### config.mk
export PLATFORM = sky130hd
export DESIGN_NAME = ubbc_top
export DESIGN_NICKNAME = d
export VERILOG_FILES = /design/src/hdl/ubbc_pkg.sv /design/src/hdl/ubbc_sync.sv /design/src/hdl/ubbc_irq.sv /design/src/hdl/ubbc_top.sv
export SDC_FILE = /design/constraint.sdc
export NUM_CORES = 1
export LEC_CHECK = 0
export BUFFER_PORTS_ARGS = -buffer_cell sky130_fd_sc_hd__buf_2
export CORE_ASPECT_RATIO = 0.5
export CORE_UTILIZATION = 58
export DETAILED_ROUTE_END_ITERATION = 8
export GPL_TIMING_DRIVEN = 0
export PLACE_DENSITY = 0.84
export SLEW_MARGIN = 30
export SYNTH_ARGS = -nofsm -noshare
export SYNTH_HDL_FRONTEND = slang
export SYNTH_SLANG_ARGS = --single-unit
### constraint.sdc
create_clock -name clk_sys -period 3.9 [get_ports clk_sys]
set_input_delay 0 -clock clk_sys [delete_from_list [all_inputs] [get_ports clk_sys]]
set_output_delay 0 -clock clk_sys [all_outputs]
set_load 0.01 [all_outputs]
### src/hdl/ubbc_pkg.sv
// shared constants for the break and baud control block
// assumes a single 250 MHz system clock
package ubbc_pkg;
    // register byte offsets on the axi4-lite slave
    localparam logic [7:0] OFS_BAUD_CTRL = 8'h00;
    localparam logic [7:0] OFS_RX_STATUS = 8'h04;
    localparam logic [7:0] OFS_RX_DATA = 8'h08;
    localparam logic [7:0] OFS_CONFIG = 8'h0c;
    localparam logic [7:0] OFS_DIVISOR = 8'h10;
    localparam logic [7:0] OFS_IRQ_STATUS = 8'h14;
    localparam logic [7:0] OFS_IRQ_ENABLE = 8'h18;
    localparam logic [7:0] OFS_IRQ_CLEAR = 8'h1c;
    // baud_rate_control bit positions
    localparam int BIT_AUTO_BAUD_OVERFLOW = 7;
    localparam int BIT_RECEIVER_IDLE = 6;
    localparam int BIT_IDLE_POLARITY = 4;
    localparam int BIT_WIDE_DIVIDER = 3;
    localparam int BIT_WAKE_ON_BREAK = 1;
    localparam int BIT_AUTO_BAUD_ENABLE = 0;
    // receive status bits
    localparam int BIT_RX_FLAG = 0;
    localparam int BIT_FRAMING_ERROR = 1;
    localparam int BIT_BREAK_SEEN = 2;
    // interrupt status bits
    localparam int EV_RX = 0;
    localparam int EV_BREAK = 1;
    localparam int EV_WAKE = 2;
    localparam int EV_ABD_DONE = 3;
    localparam int EV_ABD_OVF = 4;
    localparam int EV_COUNT = 5;
    // reset values, line patterns and axi response codes
    localparam logic [7:0] RST_BAUD_CTRL = 8'h40;
    localparam logic [15:0] RST_DIVISOR = 16'h00ff;
    localparam logic [7:0] SYNC_PATTERN = 8'h55;
    localparam logic [7:0] BREAK_DATA = 8'h00;
    localparam logic [1:0] AXI_OKAY = 2'b00;
    localparam logic [1:0] AXI_SLVERR = 2'b10;
    // receiver states, gray along the main path
    typedef enum logic [2:0] {
        UBBC_IDLE = 3'b000,
        UBBC_START = 3'b001,
        UBBC_DATA = 3'b011,
        UBBC_STOP = 3'b010,
        UBBC_WAKE = 3'b110,
        UBBC_ABD = 3'b111
    } ubbc_rx_state_t;
endpackage

### src/hdl/ubbc_sync.sv
// two flip-flop synchroniser for a pin input
// assumes the pin is asynchronous to clk_sys
`timescale 1ns/10ps
module ubbc_sync (
    // clock and reset
    input wire logic clk_sys,
    input wire logic rst_b,
    // pin and synchronised level
    input wire logic pin_in,
    output logic pin_sync
);
    logic meta_reg;
    logic meta_next;
    logic sync_next;

    // next values: shift the pin through
    always_comb begin
        meta_next = pin_in;
        sync_next = meta_reg;
    end

    // register stage, line idles high
    always_ff @(posedge clk_sys or negedge rst_b) begin
        if (!rst_b) begin
            meta_reg <= 1'b1;
            pin_sync <= 1'b1;
        end else begin
            meta_reg <= meta_next;
            pin_sync <= sync_next;
        end
    end
endmodule

### src/hdl/ubbc_irq.sv
// sticky event status, enable and write-one clear, one level interrupt
// assumes events are single-cycle pulses on clk_sys
`timescale 1ns/10ps
module ubbc_irq #(
    parameter int N = 5
) (
    // clock and reset
    input wire logic clk_sys,
    input wire logic rst_b,
    // event pulses and software controls
    input wire logic [N-1:0] event_in,
    input wire logic [N-1:0] clear_in,
    input wire logic [N-1:0] enable_in,
    // status and interrupt
    output logic [N-1:0] status,
    output logic irq
);
    logic [N-1:0] status_next;
    logic irq_next;

    // set wins over clear
    always_comb begin
        status_next = (status & ~clear_in) | event_in;
        irq_next = |(status_next & enable_in);
    end

    always_ff @(posedge clk_sys or negedge rst_b) begin
        if (!rst_b) begin
            status <= '0;
            irq <= 1'b0;
        end else begin
            status <= status_next;
            irq <= irq_next;
        end
    end
endmodule

### src/hdl/ubbc_top.sv
// top: async receiver with break, wake and auto-baud, axi4-lite registers
// assumes rx line from a remote transmitter, software on axi4-lite
//
// Added by the designer: the AXI4-Lite interface to the registers and the register offsets.
`timescale 1ns/10ps
module ubbc_top
    import ubbc_pkg::*;
#(
    parameter int ABD_W = 20
) (
    // clock and reset
    input wire logic clk_sys,
    input wire logic rst_b,
    // axi4-lite write
    input wire logic [7:0] s_axi_awaddr,
    input wire logic s_axi_awvalid,
    output logic s_axi_awready,
    input wire logic [31:0] s_axi_wdata,
    input wire logic [3:0] s_axi_wstrb,
    input wire logic s_axi_wvalid,
    output logic s_axi_wready,
    output logic [1:0] s_axi_bresp,
    output logic s_axi_bvalid,
    input wire logic s_axi_bready,
    // axi4-lite read
    input wire logic [7:0] s_axi_araddr,
    input wire logic s_axi_arvalid,
    output logic s_axi_arready,
    output logic [31:0] s_axi_rdata,
    output logic [1:0] s_axi_rresp,
    output logic s_axi_rvalid,
    input wire logic s_axi_rready,
    // serial lines
    input wire logic receive_data_line,
    output logic sync_clock_line,
    output logic tx_idle_level,
    // interrupt
    output logic irq
);
    logic rx_s;
    logic rx_prev_reg;
    logic [7:0] baud_reg, baud_next;
    logic [15:0] div_reg, div_next;
    logic sync_mode_reg, sync_mode_next;
    logic [2:0] rstat_reg, rstat_next;
    logic [7:0] rdata_reg, rdata_next;
    logic [EV_COUNT-1:0] ev_en_reg, ev_en_next, ev_clr, ev_set, ev_stat;
    ubbc_rx_state_t st_reg, st_next;
    logic [15:0] cnt_reg, cnt_next;
    logic [3:0] bit_reg, bit_next;
    logic [7:0] sh_reg, sh_next;
    logic [ABD_W-1:0] abd_reg, abd_next;
    logic aw_ok, w_ok, ar_ok;
    logic [7:0] aw_a_reg, aw_a_next, ar_a;
    logic [31:0] w_d_reg, w_d_next;
    logic awh_reg, awh_next, wh_reg, wh_next;
    logic bv_next, rv_next, sclk_next, txi_next;
    logic [31:0] rd_next;
    logic [1:0] br_next, rr_next;
    logic do_wr, rd_rx, fall, rise;
    logic [15:0] div_eff;
    logic [31:0] abd_ext;

    ubbc_sync u_sync (
        .clk_sys(clk_sys),
        .rst_b(rst_b),
        .pin_in(receive_data_line),
        .pin_sync(rx_s)
    );

    ubbc_irq #(.N(EV_COUNT)) u_irq (
        .clk_sys(clk_sys),
        .rst_b(rst_b),
        .event_in(ev_set),
        .clear_in(ev_clr),
        .enable_in(ev_en_reg),
        .status(ev_stat),
        .irq(irq)
    );

    // edge detect on synchronised line
    assign fall = rx_prev_reg & ~rx_s;
    assign rise = ~rx_prev_reg & rx_s;
    // divisor width select
    assign div_eff = baud_reg[BIT_WIDE_DIVIDER] ? div_reg : {8'h00, div_reg[7:0]};
    assign aw_ok = awh_reg | s_axi_awvalid;
    assign w_ok = wh_reg | s_axi_wvalid;
    assign do_wr = aw_ok & w_ok & ~s_axi_bvalid;
    assign ar_ok = s_axi_arvalid & ~s_axi_rvalid;
    assign ar_a = s_axi_araddr;
    assign rd_rx = ar_ok & (ar_a == OFS_RX_DATA);
    // measured count over eight bit times, widened before the divide
    assign abd_ext = 32'(abd_reg) >> 3;

    // axi write capture and response
    always_comb begin
        awh_next = awh_reg;
        wh_next = wh_reg;
        aw_a_next = aw_a_reg;
        w_d_next = w_d_reg;
        if (s_axi_awvalid && s_axi_awready) begin
            awh_next = 1'b1;
            aw_a_next = s_axi_awaddr;
        end
        if (s_axi_wvalid && s_axi_wready) begin
            wh_next = 1'b1;
            w_d_next = s_axi_wdata;
        end
        if (do_wr) begin
            awh_next = 1'b0;
            wh_next = 1'b0;
        end
        bv_next = s_axi_bvalid & ~s_axi_bready;
        br_next = s_axi_bresp;
        if (do_wr) begin
            bv_next = 1'b1;
            br_next = AXI_OKAY;
            if (!(aw_a_next inside {OFS_BAUD_CTRL, OFS_CONFIG, OFS_DIVISOR,
                    OFS_IRQ_ENABLE, OFS_IRQ_CLEAR, OFS_RX_STATUS, OFS_RX_DATA,
                    OFS_IRQ_STATUS})) begin
                br_next = AXI_SLVERR;
            end
        end
    end

    // axi read path
    always_comb begin
        rv_next = s_axi_rvalid & ~s_axi_rready;
        rd_next = s_axi_rdata;
        rr_next = s_axi_rresp;
        if (ar_ok) begin
            rv_next = 1'b1;
            rr_next = AXI_OKAY;
            case (ar_a)
                OFS_BAUD_CTRL: rd_next = {24'h0, baud_reg};
                OFS_RX_STATUS: rd_next = {29'h0, rstat_reg};
                OFS_RX_DATA: rd_next = {24'h0, rdata_reg};
                OFS_CONFIG: rd_next = {31'h0, sync_mode_reg};
                OFS_DIVISOR: rd_next = {16'h0, div_reg};
                OFS_IRQ_STATUS: rd_next = {27'h0, ev_stat};
                OFS_IRQ_ENABLE: rd_next = {27'h0, ev_en_reg};
                OFS_IRQ_CLEAR: rd_next = 32'h0;
                default: begin
                    rd_next = 32'h0;
                    rr_next = AXI_SLVERR;
                end
            endcase
        end
    end

    // register writes and receiver engine
    always_comb begin
        baud_next = baud_reg;
        div_next = div_reg;
        sync_mode_next = sync_mode_reg;
        ev_en_next = ev_en_reg;
        ev_clr = '0;
        ev_set = '0;
        rstat_next = rstat_reg;
        rdata_next = rdata_reg;
        st_next = st_reg;
        cnt_next = cnt_reg;
        bit_next = bit_reg;
        sh_next = sh_reg;
        abd_next = abd_reg;
        if (do_wr) begin
            case (aw_a_next)
                OFS_BAUD_CTRL: if (s_axi_wstrb[0] | wh_reg) begin
                    baud_next[BIT_IDLE_POLARITY] = w_d_next[BIT_IDLE_POLARITY];
                    baud_next[BIT_WIDE_DIVIDER] = w_d_next[BIT_WIDE_DIVIDER];
                    baud_next[BIT_WAKE_ON_BREAK] = w_d_next[BIT_WAKE_ON_BREAK];
                    baud_next[BIT_AUTO_BAUD_ENABLE] = w_d_next[BIT_AUTO_BAUD_ENABLE];
                end
                OFS_CONFIG: sync_mode_next = w_d_next[0];
                OFS_DIVISOR: div_next = w_d_next[15:0];
                OFS_IRQ_ENABLE: ev_en_next = w_d_next[EV_COUNT-1:0];
                OFS_IRQ_CLEAR: ev_clr = w_d_next[EV_COUNT-1:0];
                default: ;
            endcase
        end
        // reading the data clears receive flag and error
        if (rd_rx) begin
            rstat_next = 3'b000;
        end
        cnt_next = cnt_reg + 16'h1;
        case (st_reg)
            UBBC_IDLE: begin
                if (!sync_mode_reg && baud_reg[BIT_WAKE_ON_BREAK] && fall) begin
                    st_next = UBBC_WAKE;
                    ev_set[EV_WAKE] = 1'b1;
                end else if (!sync_mode_reg && fall) begin
                    cnt_next = 16'h0;
                    abd_next = '0;
                    st_next = baud_reg[BIT_AUTO_BAUD_ENABLE] ? UBBC_ABD : UBBC_START;
                    bit_next = 4'd0;
                end
            end
            UBBC_WAKE: begin
                // second transition closes wake, flag raised, enable cleared
                if (rise) begin
                    baud_next[BIT_WAKE_ON_BREAK] = 1'b0;
                    rstat_next[BIT_RX_FLAG] = 1'b1;
                    ev_set[EV_RX] = 1'b1;
                    st_next = UBBC_IDLE;
                end
            end
            UBBC_ABD: begin
                // count from 1st to 5th rise of 0x55, eight bit times
                abd_next = abd_reg + {{(ABD_W-1){1'b0}}, 1'b1};
                if (&abd_reg) begin
                    baud_next[BIT_AUTO_BAUD_OVERFLOW] = 1'b1;
                    ev_set[EV_ABD_OVF] = 1'b1;
                    baud_next[BIT_AUTO_BAUD_ENABLE] = 1'b0;
                    st_next = UBBC_IDLE;
                end else if (rise) begin
                    bit_next = bit_reg + 4'd1;
                    // first rise restarts the count, start bit left out
                    if (bit_reg == 4'd0) begin
                        abd_next = {{(ABD_W-1){1'b0}}, 1'b1};
                    end
                    if (bit_reg == 4'd4) begin
                        div_next = (abd_ext[31:16] == 16'h0) ? abd_ext[15:0] : 16'hffff;
                        baud_next[BIT_AUTO_BAUD_ENABLE] = 1'b0;
                        ev_set[EV_ABD_DONE] = 1'b1;
                        st_next = UBBC_IDLE;
                    end
                end
            end
            UBBC_START: begin
                if (cnt_reg == {1'b0, div_eff[15:1]}) begin
                    cnt_next = 16'h0;
                    st_next = rx_s ? UBBC_IDLE : UBBC_DATA;
                end
            end
            UBBC_DATA: begin
                // one bit period is div_eff cycles, counted from zero
                if (cnt_reg == div_eff - 16'h1) begin
                    cnt_next = 16'h0;
                    sh_next = {rx_s, sh_reg[7:1]};
                    bit_next = bit_reg + 4'd1;
                    if (bit_reg == 4'd7) begin
                        st_next = UBBC_STOP;
                    end
                end
            end
            UBBC_STOP: begin
                if (cnt_reg == div_eff - 16'h1) begin
                    rdata_next = sh_reg;
                    rstat_next[BIT_RX_FLAG] = 1'b1;
                    rstat_next[BIT_FRAMING_ERROR] = ~rx_s;
                    rstat_next[BIT_BREAK_SEEN] = ~rx_s & (sh_reg == BREAK_DATA);
                    ev_set[EV_RX] = 1'b1;
                    ev_set[EV_BREAK] = ~rx_s & (sh_reg == BREAK_DATA);
                    st_next = UBBC_IDLE;
                end
            end
            default: st_next = UBBC_IDLE;
        endcase
        // idle flag, ignored in synchronous mode
        baud_next[BIT_RECEIVER_IDLE] = (st_next == UBBC_IDLE) | sync_mode_reg;
        sclk_next = sync_mode_reg & baud_next[BIT_IDLE_POLARITY];
        txi_next = ~baud_next[BIT_IDLE_POLARITY];
    end

    // state registers
    always_ff @(posedge clk_sys or negedge rst_b) begin
        if (!rst_b) begin
            rx_prev_reg <= 1'b1;
            baud_reg <= RST_BAUD_CTRL;
            div_reg <= RST_DIVISOR;
            sync_mode_reg <= 1'b0;
            ev_en_reg <= '0;
            rstat_reg <= 3'b000;
            rdata_reg <= 8'h00;
            st_reg <= UBBC_IDLE;
            cnt_reg <= 16'h0;
            bit_reg <= 4'd0;
            sh_reg <= 8'h00;
            abd_reg <= '0;
            awh_reg <= 1'b0;
            wh_reg <= 1'b0;
            aw_a_reg <= 8'h00;
            w_d_reg <= 32'h0;
            s_axi_bvalid <= 1'b0;
            s_axi_bresp <= AXI_OKAY;
            s_axi_rvalid <= 1'b0;
            s_axi_rdata <= 32'h0;
            s_axi_rresp <= AXI_OKAY;
            s_axi_awready <= 1'b1;
            s_axi_wready <= 1'b1;
            s_axi_arready <= 1'b1;
            sync_clock_line <= 1'b0;
            tx_idle_level <= 1'b1;
        end else begin
            rx_prev_reg <= rx_s;
            baud_reg <= baud_next;
            div_reg <= div_next;
            sync_mode_reg <= sync_mode_next;
            ev_en_reg <= ev_en_next;
            rstat_reg <= rstat_next;
            rdata_reg <= rdata_next;
            st_reg <= st_next;
            cnt_reg <= cnt_next;
            bit_reg <= bit_next;
            sh_reg <= sh_next;
            abd_reg <= abd_next;
            awh_reg <= awh_next;
            wh_reg <= wh_next;
            aw_a_reg <= aw_a_next;
            w_d_reg <= w_d_next;
            s_axi_bvalid <= bv_next;
            s_axi_bresp <= br_next;
            s_axi_rvalid <= rv_next;
            s_axi_rdata <= rd_next;
            s_axi_rresp <= rr_next;
            // ready flops: high while nothing is held or pending
            s_axi_awready <= ~awh_next;
            s_axi_wready <= ~wh_next;
            s_axi_arready <= ~rv_next;
            sync_clock_line <= sclk_next;
            tx_idle_level <= txi_next;
        end
    end
endmodule

# Yosys cells after proc, flatten, opt, wreduce, memory -nomap -nowiden
# Index checks and enable logic that the tools add are counted.
# totals
memories	0
romBits	0
inputBits	60
latchBits	0
reg_bits	168
ram_bits	0
output_inout_bits	44
# classes
order_cmp	0
shifts	0
bitwise	28
n_mul	0
div_mod_pow	0
reduce_logical	27
add_sub_neg	4
n_eq_ne	28
n_mux	79
# ops
op	count
2-to-1 mux 16 bit	13
case mux 16 bit (7 select lines)	1
2-to-1 mux 20 bit	5
== test 8 x 5 -> 1 bit (second input constant)	8
case mux 16 bit (3 select lines)	1
case mux 20 bit (2 select lines)	1
2-to-1 mux 3 bit	13
== test 8 x 4 -> 1 bit (second input constant)	4
logical NOT 8 bit	3
2-to-1 mux 2 bit	12
2-to-1 mux 1 bit	21
AND reduction 21 bit	1
adder 20 x 1 -> 20 bit (second input constant)	1
2-to-1 mux 4 bit	5
AND reduction 20 bit	1
case mux 3 bit (6 select lines)	1
adder 16 x 1 -> 16 bit (second input constant)	1
== test 16 x 15 -> 1 bit	1
== test 16 bit	1
== test 8 x 3 -> 1 bit (second input constant)	2
logical NOT 16 bit	1
subtractor 16 x 1 -> 16 bit (second input constant)	1
case mux 4 bit (3 select lines)	1
AND 1 bit	10
26 further kinds	57

# Longest topological paths before layout
# depth
ltp_word	10
mapped_depth	11

# By module
# From an unflattened synthesis, not the netlist that was laid out.
# hier_totals
cells_unflattened	872
area_unflattened_um2	8231.6
# modules_own_cells
module	cells_per_inst	seq_area_each_um2	area_per_inst_um2	instances
ubbc_top	849	3570.9	7947.6	1
ubbc_irq	21	150.1	231.5	1
ubbc_sync	2	52.6	52.6	1

# Worst setup path before layout
# No wires, ideal clock.
# synth_path
path_type	register to register
startpoint	reg div_reg[0]
endpoint	reg cnt_reg[13]
path_slack_ns	1.049
period_less_slack_ns	2.851
n_path_buf	1
setup_time_ns	0.119
path_stages_with_launch	12
required_ns	3.781
arrival_ns	2.732
path_cell_list	dfstp_2 > inv_1 > ha_1 > nand2b_1 > o311a_1 > o211ai_1 > or4b_1 > nor4_1 > nand4_1 > a21oi_2 > buf_4 > nor2_1
# synth_between
elab_chain_len	5
# synth_lines
element	line_no	rtl
from (decl)	ubbc_top.sv:43	logic [15:0] div_reg, div_next;
from (signal assigned)	ubbc_top.sv:297	div_reg <= div_next;
2-to-1 mux 16 bit	ubbc_top.sv:85	assign div_eff = baud_reg[BIT_WIDE_DIVIDER] ? div_reg : {8'h00, div_reg[7:0]};
subtractor 16 x 1 -> 16 bit	ubbc_top.sv:237	if (cnt_reg == div_eff - 16'h1) begin
== test 16 bit	ubbc_top.sv:237	
2-to-1 mux 16 bit	ubbc_top.sv:237	
case mux 16 bit (3 select lines)	ubbc_top.sv:186	case (st_reg)
via cnt_next[13]	ubbc_top.sv:49	logic [15:0] cnt_reg, cnt_next;
to (signal assigned)	ubbc_top.sv:303	cnt_reg <= cnt_next;
to (decl)	ubbc_top.sv:49	
# The timed path passes the listed nets, and every way through them passes these cells.
# A chain may end at the register's enable or synchronous reset.

# Worst setup path in the final report
# layout_path
startpoint	reg div_reg[2]
endpoint	reg cnt_reg[8]
# layout_between
elab_chain_len	5
elab_cells_between_ends	7
cone_classes	add/sub: 1; eq/ne: 2; mux: 4
# layout_lines
element	line_no
2-to-1 mux 16 bit (*)	ubbc_top.sv:85
subtractor 16 x 1 -> 16 bit	ubbc_top.sv:237
== test 16 bit	ubbc_top.sv:237
2-to-1 mux 16 bit	ubbc_top.sv:237
case mux 16 bit (3 select lines) (*)	ubbc_top.sv:186
via cnt_next[8]	ubbc_top.sv:49
# The timed path passes the listed nets; every way through them passes the cells marked *.

==> results.toml <==
[status]
run_status = "complete, no violations"

[finish]
finish.net_count = 1076
layout.filler_cells = 901
post_route_cells_drive_above_1_share_pct = 19.92
layoutNonFillerInstCount = 1216
mostFrequentLayoutCell = "dfrtp_1"
insertedDiodeCount = 0
layout.cells.most_common_list = "dfrtp_1 (134), nand2_1 (78), nor2_1 (76)"
largest_reg_flops = 20
area.growth.synth_to_final_pct = 20.78

[clock_network]
cts_buffer_depth = 2
worstSkewPairLatency_ps = 440
clk_pin_slew_ps = 70
cts_root_buffer = "clkbuf_16"
cts_tree = "done"
h-tree-depth = 4
cts_buffers = 17
tritoncts_num_sinks = 150

[timing]
rsz0062_at_grt = "false"
timing_worst_slew_pin_value_ps = 953.1
timing.slew.headroom_pct = 36.30
max_freq_mhz = 268.5
hold_viol = 0
setup_tns_ps = 0
clock-skew-final_ps = 17.17
maxSlewViolCount = 0
finalSetupViolCount = 0
hold_slack_ps = 7.745
final.min_clock_period_ps = 3724
min_period_over_period_pct = 95.50

[floorplanning]
placementRows = 30
floorplan.initialDensity_pct = 60.28
die_height_um = 86.61
die_area_um2 = 14830
die_width_um = 171.2
placeableCoreArea_um2 = 13780
ioPinCount = 104

[global_routing]
antenna_found_initial = 0
first_global_vias = 7254
gr-total-overflow = 0
global_route.usage.total_pct = 34.95
grt_start_max_net_pins = 62
global_route_wire_length_before_repair_um = 39130

[synthesis]
synth.yosys.seq_area_share_pct = 45.44
syn-instance-count = 871
synth_top_area_cell = "dfrtp_1"
postSynth.asyncResetShare_pct = 100.0
synth_area_leaders = "dfrtp_1 (40%), dfstp_2 (5.1%), mux2_2 (3.9%)"
post-synth-top-area-fraction_pct = 40.38
post_synth_num_cell_types = 81
synth_seq_cells = 150
synthesis.area_per_instance_um2 = 9.534
ys_warn_count = 0
ys_dominant_reg_cell = "dfrtp_1"
mappedNetlistArea_um2 = 8304
synth-edff-count = 0

[pwr]
p_int_uw = 3597
pwr-share-seq_pct = 38.7
power.clock.fraction_pct = 33.3
power_switching_share_pct = 34.79
combPwrFrac_pct = 28.0
power.static_leakage_uw = 0.004386
power_density_nw_per_um2 = 550.0
netSwitchingPower_uw = 1919
worst_ir_drop_vdd_v = 0.0003809

[worst_setup_path]
cp.required_ps = 4220
critical_path_arrival_ps = 4040
slowest_stage = "or4b_1"
setup.worst_path.start_class = "register"
critical_path_cell_sequence = "buf_2 -> or3_1 -> clkbuf_1 -> xor2_1 -> o221ai_1 -> or4b_1 -> nor4_2 -> nand4_1 -> a21oi_4 -> buf_4 -> nor2_1"
endpoint_kind = "register"
ff2ff_path_depth = 11
critPathMaxFanout = 10
worst_path_largest_cell_delay_ps = 560
path_class = "register to register"

[flow_run]
cap_violations = 0

[drt]
routed_wire_length_um = 25050
detailedRoute.firstIterationViolations = 1126
detail-route-antenna-nets = 0
wire_per_inst_um = 20.60
viasPerCell = 6.411
drt-pass1-iter-count = 7
routed-via-count = 7796
route.detailed.drc = 0

[place]
post-dp-hpwl_um = 16120
global_placer_s_final_weighted_congestion = 0.9461
io_buffers = 66
post-place-cells = 1148

[min_path]
holdCritPathClass = "primary input to asynchronous set/reset pin"
## through the flow
stage	total power (uW)	instance area [um2]	util, %	setup WS (ps)
floorplan	3096	8368	-	1049
global placement	3469	8939	64.89	12.77
detailed placement	3545	9010	65.40	47.79
CTS	5414	10030	72.78	129.3
global route	5713	10030	72.81	69.82
finish	5516	10030	72.81	175.6
## worst paths after layout
path,start,endpoint,slack (ps)
worst max-delay path,div_reg[2],cnt_reg[8],180
worst min-delay path,rst_b,abd_reg[7],8
worst max register to register,div_reg[2],cnt_reg[8],180
worst min register to register,u_sync.meta_reg,u_sync.pin_sync,360
max in group asynchronous,rst_b,s_axi_arready,2920
min in group clk_sys,s_axi_araddr[4],s_axi_rdata[0],140
## metal layers
layer | GRT usage [%] | wire length (um) | part of all wire [%] | vias to the layer above
li1 | - | - | - | 3381
met1 | 46.62 | 9859 | 39 | 3789
met2 | 54.92 | 11550 | 46 | 526
met3 | 8.813 | 2740 | 11 | 100
met4 | 14.29 | 895 | 3.6 | 0
met5 | 0 | 0 | 0 | -
## cell usage after synthesis (8+ instances only)
cell and n:
a21o_1 8, a21oi_1 26, a22oi_1 14, a31oi_1 9, and3_1 11, buf_2 10, buf_4 19, clkbuf_1 37
dfrtp_1 134, dfstp_2 16, inv_1 29, mux2_2 29, mux2i_1 18, nand2_1 78, nand3_1 46, nand4_1 14
nor2_1 76, nor2b_1 9, nor3_1 32, nor4_1 13, o21ai_0 51, o31ai_1 10, xnor2_1 18, xor2_1 25
## cell type report
type | count | area, um2 | area share [%]
Inverter | 29 | 108.9 | 1.085
Buffer | 74 | 376.6 | 3.755
Clock buffer | 18 | 429.2 | 4.279
Clock inverter | 14 | 210.2 | 2.096
Tap cell | 192 | 240.2 | 2.395
Timing Repair Buffer | 105 | 765.7 | 7.635
Multi-Input combinational cell | 634 | 4125 | 41.13
Sequential cell | 150 | 3774 | 37.62
## kinds of logic (layout without fill, tap and decap cells)
group	Yosys count	after routing	synth area share, %
DFF	150	150	45.44
other	1	18	0.04516
xor gates and xnor gates	43	43	4.535
muxes	58	58	8.046
buffers and inverters	104	240	5.891
adders and majority gates	5	5	0.7534
and+or+nand+nor	329	329	20.43
AOI/OAI and AO/OA	181	181	14.86
## critical path: cells and delay by family, from the launching register on
family / cells / cell delay (ps)
compound gates: 2 / 530
flops: 1 / 520
xor+xnor: 1 / 180
buf+inv: 3 / 760
simple gates: 5 / 1590
## what timing repair did
item,in CTS,in global routing
hold endpoints to repair,124,0
setup endpoints to repair,10,10
gates cloned,0,0
hold buffers,37,0
setup buffers,0,0
gates resized for setup,1,1
pin swaps,0,0
## power groups by stage
| stage | sequential, uW | clock, uW | combinational [uW] |
|---|---|---|---|
| 3_3_place_gp | 2120 | 0 | 1350 |
| 4_1_cts | 2110 | 1830 | 1480 |
| 6_report | 2140 | 1840 | 1540 |
| 5_1_grt | 2160 | 1890 | 1660 |
| 3_5_place_dp | 2130 | 0 | 1410 |
| 2_1_floorplan | 2080 | 0 | 1010 |
No activity file was read; power rests on OpenSTA's default activity.
